`src/pkg/frac_pkg.sv`:
```
// frac_pkg: constants for the flash command host controller
// assumes a byte-wide parallel flash with 18 address bits, host clock 125 MHz
package frac_pkg;
  localparam int ADDR_W = 18;
  localparam int DATA_W = 8;
  // command codes
  localparam logic [7:0] CMD_READ      = 8'h00;
  localparam logic [7:0] CMD_RESET     = 8'hFF;
  localparam logic [7:0] CMD_PROG_A    = 8'h10;
  localparam logic [7:0] CMD_PROG_B    = 8'h50;
  localparam logic [7:0] CMD_ERASE     = 8'h30;
  localparam logic [7:0] CMD_ASEL_A    = 8'h80;
  localparam logic [7:0] CMD_ASEL_B    = 8'h90;
  localparam logic [7:0] NULL_DATA     = 8'hFF;
  // auto select addresses
  localparam logic [17:0] ID_MFR_ADDR  = 18'h00000;
  localparam logic [17:0] ID_DEV_ADDR  = 18'h00001;
  localparam int POLL_BIT = 7;
  // bus timing: pulse widths and access time in ns
  localparam int CLK_NS     = 8;
  localparam int PULSE_NS   = 50;
  localparam int ACCESS_NS  = 70;
  localparam int PULSE_CYC  = (PULSE_NS + CLK_NS - 1) / CLK_NS;
  localparam int ACCESS_CYC = (ACCESS_NS + CLK_NS - 1) / CLK_NS;
  localparam logic [3:0] PULSE_CNT  = 4'(PULSE_CYC);
  localparam logic [3:0] ACCESS_CNT = 4'(ACCESS_CYC);
  localparam logic [3:0] CNT_ZERO   = 4'h0;
  localparam logic [3:0] CNT_ONE    = 4'h1;
  // host operations requested on the user side
  typedef enum logic [2:0] {
    FRAC_OP_READ  = 3'h0,
    FRAC_OP_RESET = 3'h1,
    FRAC_OP_PROG  = 3'h2,
    FRAC_OP_ERASE = 3'h3,
    FRAC_OP_IDENT = 3'h4,
    FRAC_OP_MASK  = 3'h5
  } frac_op_t;
endpackage : frac_pkg

```
`src/frac_bus_cycle.sv`:
```
// frac_bus_cycle: one timed read or write cycle on the flash pins
// assumes the flash data pins come back through dq_in_i from a pad
`timescale 1ns/1ps
module frac_bus_cycle (
  input  wire logic        ref_clk_i,
  input  wire logic        reset_i,
  input  wire logic        clk_en_i,
  input  wire logic        start_i,
  input  wire logic        write_i,
  input  wire logic [17:0] addr_i,
  input  wire logic [7:0]  wdata_i,
  input  wire logic [7:0]  dq_in_i,
  output logic             done_o,
  output logic [7:0]       rdata_o,
  output logic             ce_n_o,
  output logic             oe_n_o,
  output logic             we_n_o,
  output logic [17:0]      addr_o,
  output logic [7:0]       dq_out_o,
  output logic             dq_oe_o
);
  logic       busy;
  logic [3:0] cnt;
  logic [7:0] dq_s1;
  logic [7:0] dq_s2;
  wire        last = busy && (cnt == frac_pkg::CNT_ZERO);
  wire  [3:0] len  = write_i ? frac_pkg::PULSE_CNT : frac_pkg::ACCESS_CNT;

  //////////////////////////////////////////////////////////////////////////////
  // pad data synchroniser, two flops before any use
  always_ff @(posedge ref_clk_i) begin
    if (clk_en_i) begin
      dq_s1 <= dq_in_i;
      dq_s2 <= dq_s1;
    end
  end

  // strobe sequencing; extra sync latency is covered by the access count
  always_ff @(posedge ref_clk_i) begin
    if (reset_i) begin
      busy <= 1'b0; cnt <= frac_pkg::CNT_ZERO; done_o <= 1'b0; rdata_o <= 8'h00;
      ce_n_o <= 1'b1; oe_n_o <= 1'b1; we_n_o <= 1'b1;
      addr_o <= 18'h00000; dq_out_o <= 8'h00; dq_oe_o <= 1'b0;
    end else if (clk_en_i) begin
      done_o <= 1'b0;
      if (start_i && !busy) begin
        busy <= 1'b1; cnt <= len + frac_pkg::CNT_ONE;
        ce_n_o <= 1'b0; oe_n_o <= write_i; we_n_o <= !write_i;
        addr_o <= addr_i; dq_out_o <= wdata_i; dq_oe_o <= write_i;
      end else if (last) begin
        // raise strobes only; the flash latches data on the rising write strobe,
        // so select and data must still stand at that edge
        busy <= 1'b0; done_o <= 1'b1; rdata_o <= dq_s2;
        oe_n_o <= 1'b1; we_n_o <= 1'b1;
      end else if (busy) begin
        cnt <= cnt - frac_pkg::CNT_ONE;
      end else begin
        // idle: select and data released one cycle after the strobe
        ce_n_o <= 1'b1; dq_oe_o <= 1'b0;
      end
    end
  end
endmodule : frac_bus_cycle

```
`src/frac_host.sv`:
```
// frac_host: host controller issuing command sequences to a parallel flash
// assumes one flash device on the pins; masking is a read command to it
`timescale 1ns/1ps
module frac_host (
  input  wire logic        ref_clk_i,
  input  wire logic        reset_i,
  input  wire logic        clk_en_i,
  input  wire logic        req_i,
  input  wire logic [2:0]  op_i,
  input  wire logic [17:0] addr_i,
  input  wire logic [7:0]  wdata_i,
  input  wire logic [7:0]  dq_in_i,
  output logic             busy_o,
  output logic             done_o,
  output logic [7:0]       rdata_o,
  output logic             ce_n_o,
  output logic             oe_n_o,
  output logic             we_n_o,
  output logic [17:0]      addr_o,
  output logic [7:0]       dq_out_o,
  output logic             dq_oe_o
);
  typedef enum logic [4:0] {
    FRAC_IDLE  = 5'b00001,
    FRAC_WR1   = 5'b00010,
    FRAC_WR2   = 5'b00100,
    FRAC_POLL  = 5'b01000,
    FRAC_RD    = 5'b10000
  } frac_state_t;

  frac_state_t       state;
  frac_state_t       next_state;
  frac_pkg::frac_op_t op;
  logic [17:0]       addr;
  logic [7:0]        wdata;
  logic              cyc_start;
  logic              cyc_done;
  logic [7:0]        cyc_rdata;
  logic              cyc_write;
  logic [17:0]       cyc_addr;
  logic [7:0]        cyc_wdata;

  //////////////////////////////////////////////////////////////////////////////
  // first and second written byte of each operation
  // reset op ends ident; erase is one shareable command
  wire [7:0] first_byte =
      (op == frac_pkg::FRAC_OP_RESET) ? frac_pkg::CMD_RESET :
      (op == frac_pkg::FRAC_OP_PROG)  ? frac_pkg::CMD_PROG_A :
      (op == frac_pkg::FRAC_OP_ERASE) ? frac_pkg::CMD_ERASE :
      (op == frac_pkg::FRAC_OP_IDENT) ? frac_pkg::CMD_ASEL_B :
                                        frac_pkg::CMD_READ;
  wire [7:0] second_byte =
      (op == frac_pkg::FRAC_OP_PROG)  ? wdata :
      (op == frac_pkg::FRAC_OP_ERASE) ? frac_pkg::CMD_ERASE :
                                        frac_pkg::CMD_RESET;
  // reset is always two writes, safe in setup state too
  wire two_writes = (op == frac_pkg::FRAC_OP_RESET) || (op == frac_pkg::FRAC_OP_PROG) ||
                    (op == frac_pkg::FRAC_OP_ERASE);
  // all-ones data is a null program, skip the poll
  wire null_prog  = (op == frac_pkg::FRAC_OP_PROG) && (wdata == frac_pkg::NULL_DATA);
  wire needs_poll = ((op == frac_pkg::FRAC_OP_PROG) && !null_prog) ||
                    (op == frac_pkg::FRAC_OP_ERASE);
  // plain reads issue no command; ident reads the given address
  wire read_only  = (op == frac_pkg::FRAC_OP_READ);
  wire ends_read  = (op == frac_pkg::FRAC_OP_IDENT) || read_only;
  // poll: program expects true bit, erase expects one
  wire [7:0] expect_byte = (op == frac_pkg::FRAC_OP_ERASE) ? frac_pkg::NULL_DATA : wdata;
  wire poll_ok = (cyc_rdata[frac_pkg::POLL_BIT] == expect_byte[frac_pkg::POLL_BIT]);

  assign cyc_write = (state == FRAC_WR1) || (state == FRAC_WR2);
  assign cyc_wdata = (state == FRAC_WR2) ? second_byte : first_byte;
  // ident reads use caller address (0000h or 0001h)
  assign cyc_addr  = addr;
  assign cyc_start = (state != FRAC_IDLE) && !cyc_done;

  //////////////////////////////////////////////////////////////////////////////
  // sequencer
  always_comb begin
    next_state = state;
    case (state)
      FRAC_IDLE: begin
        if (req_i) begin
          next_state = (op_i == frac_pkg::FRAC_OP_READ) ? FRAC_RD : FRAC_WR1;
        end
      end
      FRAC_WR1: begin
        if (cyc_done) begin
          next_state = two_writes ? FRAC_WR2 : (ends_read ? FRAC_RD : FRAC_IDLE);
        end
      end
      FRAC_WR2: begin
        if (cyc_done) begin
          next_state = needs_poll ? FRAC_POLL : FRAC_IDLE;
        end
      end
      FRAC_POLL: begin
        // poll until the bit matches; no timeout by design
        if (cyc_done && poll_ok) begin
          next_state = FRAC_IDLE;
        end
      end
      FRAC_RD: begin
        if (cyc_done) begin
          next_state = FRAC_IDLE;
        end
      end
      default: next_state = FRAC_IDLE;
    endcase
  end

  // state and request capture
  always_ff @(posedge ref_clk_i) begin
    if (reset_i) begin
      state <= FRAC_IDLE; op <= frac_pkg::FRAC_OP_READ; addr <= 18'h00000;
      wdata <= 8'h00; busy_o <= 1'b0; done_o <= 1'b0; rdata_o <= 8'h00;
    end else if (clk_en_i) begin
      state  <= next_state;
      busy_o <= (next_state != FRAC_IDLE);
      done_o <= (state != FRAC_IDLE) && (next_state == FRAC_IDLE);
      if ((state == FRAC_IDLE) && req_i) begin
        op <= frac_pkg::frac_op_t'(op_i); addr <= addr_i; wdata <= wdata_i;
      end
      if (cyc_done && !cyc_write) begin
        rdata_o <= cyc_rdata;
      end
    end
  end

  frac_bus_cycle u_cycle (
    .ref_clk_i (ref_clk_i),
    .reset_i   (reset_i),
    .clk_en_i  (clk_en_i),
    .start_i   (cyc_start),
    .write_i   (cyc_write),
    .addr_i    (cyc_addr),
    .wdata_i   (cyc_wdata),
    .dq_in_i   (dq_in_i),
    .done_o    (cyc_done),
    .rdata_o   (cyc_rdata),
    .ce_n_o    (ce_n_o),
    .oe_n_o    (oe_n_o),
    .we_n_o    (we_n_o),
    .addr_o    (addr_o),
    .dq_out_o  (dq_out_o),
    .dq_oe_o   (dq_oe_o)
  );
endmodule : frac_host

```
`config.mk`:
```
export PLATFORM = sky130hd
export DESIGN_NAME = frac_host
export DESIGN_NICKNAME = d
export VERILOG_FILES = /design/src/pkg/frac_pkg.sv /design/src/frac_bus_cycle.sv /design/src/frac_host.sv
export SDC_FILE = /design/constraint.sdc
export NUM_CORES = 1
export LEC_CHECK = 0
export BUFFER_PORTS_ARGS = -buffer_cell sky130_fd_sc_hd__buf_4
export CELL_PAD_IN_SITES_DETAIL_PLACEMENT = 1
export CELL_PAD_IN_SITES_GLOBAL_PLACEMENT = 1
export CORE_MARGIN = 2
export CORE_UTILIZATION = 43
export CTS_BUF_LIST = sky130_fd_sc_hd__clkbuf_8
export DETAILED_ROUTE_END_ITERATION = 7
export PLACE_DENSITY_LB_ADDON = 0.1
export SYNTH_ARGS = -nofsm -noshare
export SYNTH_HDL_FRONTEND = slang
export SYNTH_SLANG_ARGS = --single-unit
export TNS_END_PERCENT = 1
```
`constraint.sdc`:
```
create_clock -name ref_clk_i -period 2.2 [get_ports ref_clk_i]
set_input_delay 0.33 -clock ref_clk_i [delete_from_list [all_inputs] [get_ports ref_clk_i]]
set_output_delay 0.33 -clock ref_clk_i [all_outputs]
set_load 0.01 [all_outputs]
```
==> flow_summary_export.csv <==
group,metric,value,unit
routing,vias,3542,
timing,tightestPinTransition,0.561,ns
clocking,cts_root_buf,"clkbuf_8",
clocking,htree_levels,3,
timing,fmax,492,MHz
setup_path,critPathSlowestCell,"dfxtp_1",
routing,vias_per_cell,5.19,
synthesis,syn-num-nets,518,
outcome,status,"complete, no violations",
power_and_ir_drop,pwr-share-clk,30.0,%
setup_path,reg2reg_to,"u_cycle.addr_o[8]$_SDFFE_PP0P_",
power_and_ir_drop,p_per_area,734,nW/um^2
finish,final_util,54.7,%
finish,nets,591,
clocking,clock_sinks,104,
global_routing,grt_pass1_wl,17300,microns
synthesis,synth_compound_area_share,15.2,%
timing,fin_tns_setup,0,ns
finish,syn_to_final_growth,22.0,%
setup_path,worst_r2r_path_depth,6,
timing,hold_violations,0,
power_and_ir_drop,intPower,2.68,mW
clocking,clockBufferDepth,2,
setup_path,worstPathCellList,"nor2b_1 > a21oi_2 > and2_1 > buf_4 > nand2_1 > a21oi_1",
floorplan,row_count,35,
synthesis,yosys.area_share.xor_xnor,0.419,%
power_and_ir_drop,vdd_drop_max,0.332,mV
routing,wire_per_inst,15.7,microns
placement,dp.cells,667,
power_and_ir_drop,total_power,3.74,mW
power_and_ir_drop,seqPwrFrac,56.3,%
synthesis,async_flop_share,0,%
timing,fin_skew,0.00625,ns
power_and_ir_drop,combinationalPowerShare,13.7,%
finish,diodes,0,
finish,layout.cells.non_filler,683,
global_routing,track_usage,21.2,%
clocking,cts_tree,"built",
clocking,post_cts_buffers,0,
clocking,clock_latency,0.37,ns
setup_path,worstPathArrival,2.34,ns
finish,design_area,5100,sq um
timing,grt_setup_unrepaired,"false",
timing,finalMaxSlewViolations,0,
run,maxCapViolCount,0,
global_routing,grt-ovfl-total,0,
placement,place_area,4920,sq um
clocking,clkTransAtPathRegs,0.10,ns
power_and_ir_drop,net-switching-power,1.07,mW
synthesis,post_synth_fa_ha_maj_area_fraction,0.299,%
global_routing,antenna_found_initial,0,
worst_hold_path,holdPathStages,1,
synthesis,ys_seq_area_share,53.6,%
synthesis,yosys_warnings,0,
power_and_ir_drop,swShare,28.5,%
synthesis,netlist.area_leader.share,42.1,%
synthesis,syn_avg_cell_area,8.78,sq um
worst_hold_path,worstHoldEndpoint,"u_cycle.dq_s1[3]$_DFFE_PP_",
placement,portBuffers,80,
worst_hold_path,hp-class,"in2reg",
floorplan,die_h,103,microns
placement,place_congestion,0.883,
placement,place_hpwl,7510,microns
finish,fillCellCount,1122,
setup_path,criticalPathCategory,"reg2reg",
worst_hold_path,hold_start,"dq_in_i[3]",
synthesis,ys_top_cells_by_area,"dfxtp_1 (42%), edfxtp_1 (11%), nand2_1 (11%), a21oi_1 (8.1%), nor2_1 (3.2%)",
clocking,ctsResizeCount,0,
floorplan,coreArea,9330,sq um
synthesis,ys_ff_latch,104,
routing,drc_errors,0,
routing,dr.first_iter.drc_count,94,
floorplan,start_util,44.8,%
synthesis,synth_top_family_by_area,"simple AND/OR/NAND/NOR gates",
timing,timing.final.ws_setup,0.166,ns
setup_path,crit_fanout,13,
synthesis,synth_common_cells,"nand2_1 (118), dfxtp_1 (88), a21oi_1 (68)",
timing,finalCritPeriodShare,92.5,%
global_routing,grt_max_degree,31,
setup_path,critical_path.startpoint_type,"register",
finish,drive_above_1_share,22.2,%
floorplan,num_io_pins,81,
floorplan,die_area,10500,sq um
synthesis,synthSimpleGateAreaFrac,23.5,%
synthesis,synth_cells,476,
setup_path,r2r_slack,0.17,ns
routing,antenna_left,0,
synthesis,synth_ff_type,"dfxtp_1",
placement,dp_slack,0.237,ns
clocking,postCtsHoldBufs,0,
setup_path,critPathMaxStageDelay,0.61,ns
synthesis,yosys-mux-area-fraction,2.66,%
timing,whs,0.121,ns
synthesis,synth_most_common_cell,"nand2_1",
setup_path,critPathRequiredTime,2.51,ns
timing,fin_crit,2.03,ns
setup_path,end_kind,"register",
synthesis,synth_edf_count,16,
timing,setup_viol,0,
timing,max_slew_margin,62.1,%
routing,routed_wl,10700,microns
power_and_ir_drop,p_leak,1.92,nW
setup_path,reg2reg_from,"state[4]$_SDFFE_PP0P_",
floorplan,die_width,103,microns
clocking,cts_buffers,9,
synthesis,synth_top_area_cell,"dfxtp_1",
synthesis,synth_area,4180,sq um
synthesis,yosysUniqueCellTypes,55,
routing,first_pass_iters,4,
global_routing,grt_pass1_vias,3597,
power by group through the flow:
stage / Clock, mW / Sequential (mW) / Combinational [mW]
after floorplan: 0 / 2.13 / 0.317
after global placement: 0 / 2.14 / 0.497
after detailed placement: 0 / 2.15 / 0.516
after CTS: 1.15 / 2.11 / 0.517
after global routing: 1.23 / 2.12 / 0.575
final: 1.12 / 2.11 / 0.514
worst max-delay path by stage:
stage / from / to / cells past startpoint
after floorplan: u_cycle.cnt[0]$_SDFFE_PP0P_ / u_cycle.busy$_SDFFE_PP0P_ / 8
after global placement: state[4]$_SDFFE_PP0P_ / u_cycle.dq_out_o[2]$_SDFFE_PP0P_ / 6
after detailed placement: state[0]$_SDFFE_PP1P_ / u_cycle.oe_n_o$_SDFFE_PP1P_ / 6
after CTS: state[4]$_SDFFE_PP0P_ / u_cycle.addr_o[8]$_SDFFE_PP0P_ / 6
after global routing: state[4]$_SDFFE_PP0P_ / u_cycle.addr_o[14]$_SDFFE_PP0P_ / 6
final: state[4]$_SDFFE_PP0P_ / u_cycle.addr_o[8]$_SDFFE_PP0P_ / 6
cells in the final DEF (no fill, tap or decap), types with 3 or more instances in the layout:
master / n
a211oi_1: 9
a21oi_1: 68
and3_1: 4
buf_4: 99
clkbuf_8: 9
dfxtp_1: 88
edfxtp_1: 16
inv_1: 4
mux2i_1: 10
nand2_1: 118
nand2b_1: 3
nand3_1: 11
nand3b_1: 4
nand4_1: 4
nor2_1: 35
nor2b_1: 8
nor3_1: 6
nor4b_1: 3
o211ai_1: 4
o21ai_0: 7
kinds of logic (layout without fill, tap and decap cells):
group | count (synthesis) | after routing
AND/OR/NAND/NOR | 212 | 212
AO/OA/AOI/OAI | 106 | 106
flip-flops | 104 | 104
buffers and inverters | 40 | 118
multiplexers | 11 | 11
XOR/XNOR | 2 | 2
adder cells (fa/ha/maj) | 1 | 1
state kept, by name, indices dropped and copies added (netlist names), 3 cells and up:
register	count
rdata_o	8
u_cycle.dq_s1	8
op	3
state	5
addr	18
u_cycle.rdata_o	8
u_cycle.cnt	4
u_cycle.dq_s2	8
wdata	8
u_cycle.dq_out_o	8
u_cycle.addr_o	18
layout make-up:
class	instances	area, sq um	share of cell area (%)
clock buffer	9	124	2.43
clock inverter	7	56.3	1.10
inverter	3	11.3	0.221
multi-input combinational	332	1760	34.5
sequential	104	2240	44.0
tap	129	161	3.17
timing repair buffer	99	743	14.6
critical path, delay by kind of cell, from the launching register on:
| kind | cells | cell delay [ns] |
|---|---|---|
| AO/OA/AOI/OAI | 2 | 0.40 |
| AND/OR/NAND/NOR | 3 | 0.69 |
| buffers and inverters | 1 | 0.27 |
| flip-flops | 1 | 0.61 |
layer usage:
metal	share of wire, %	GRT usage [%]
met5	0	0
met3	3.6	5.36
met1	46	27.7
met2	49	35.1
met4	0.91	5.95
(Power assumes the default switching activity.)
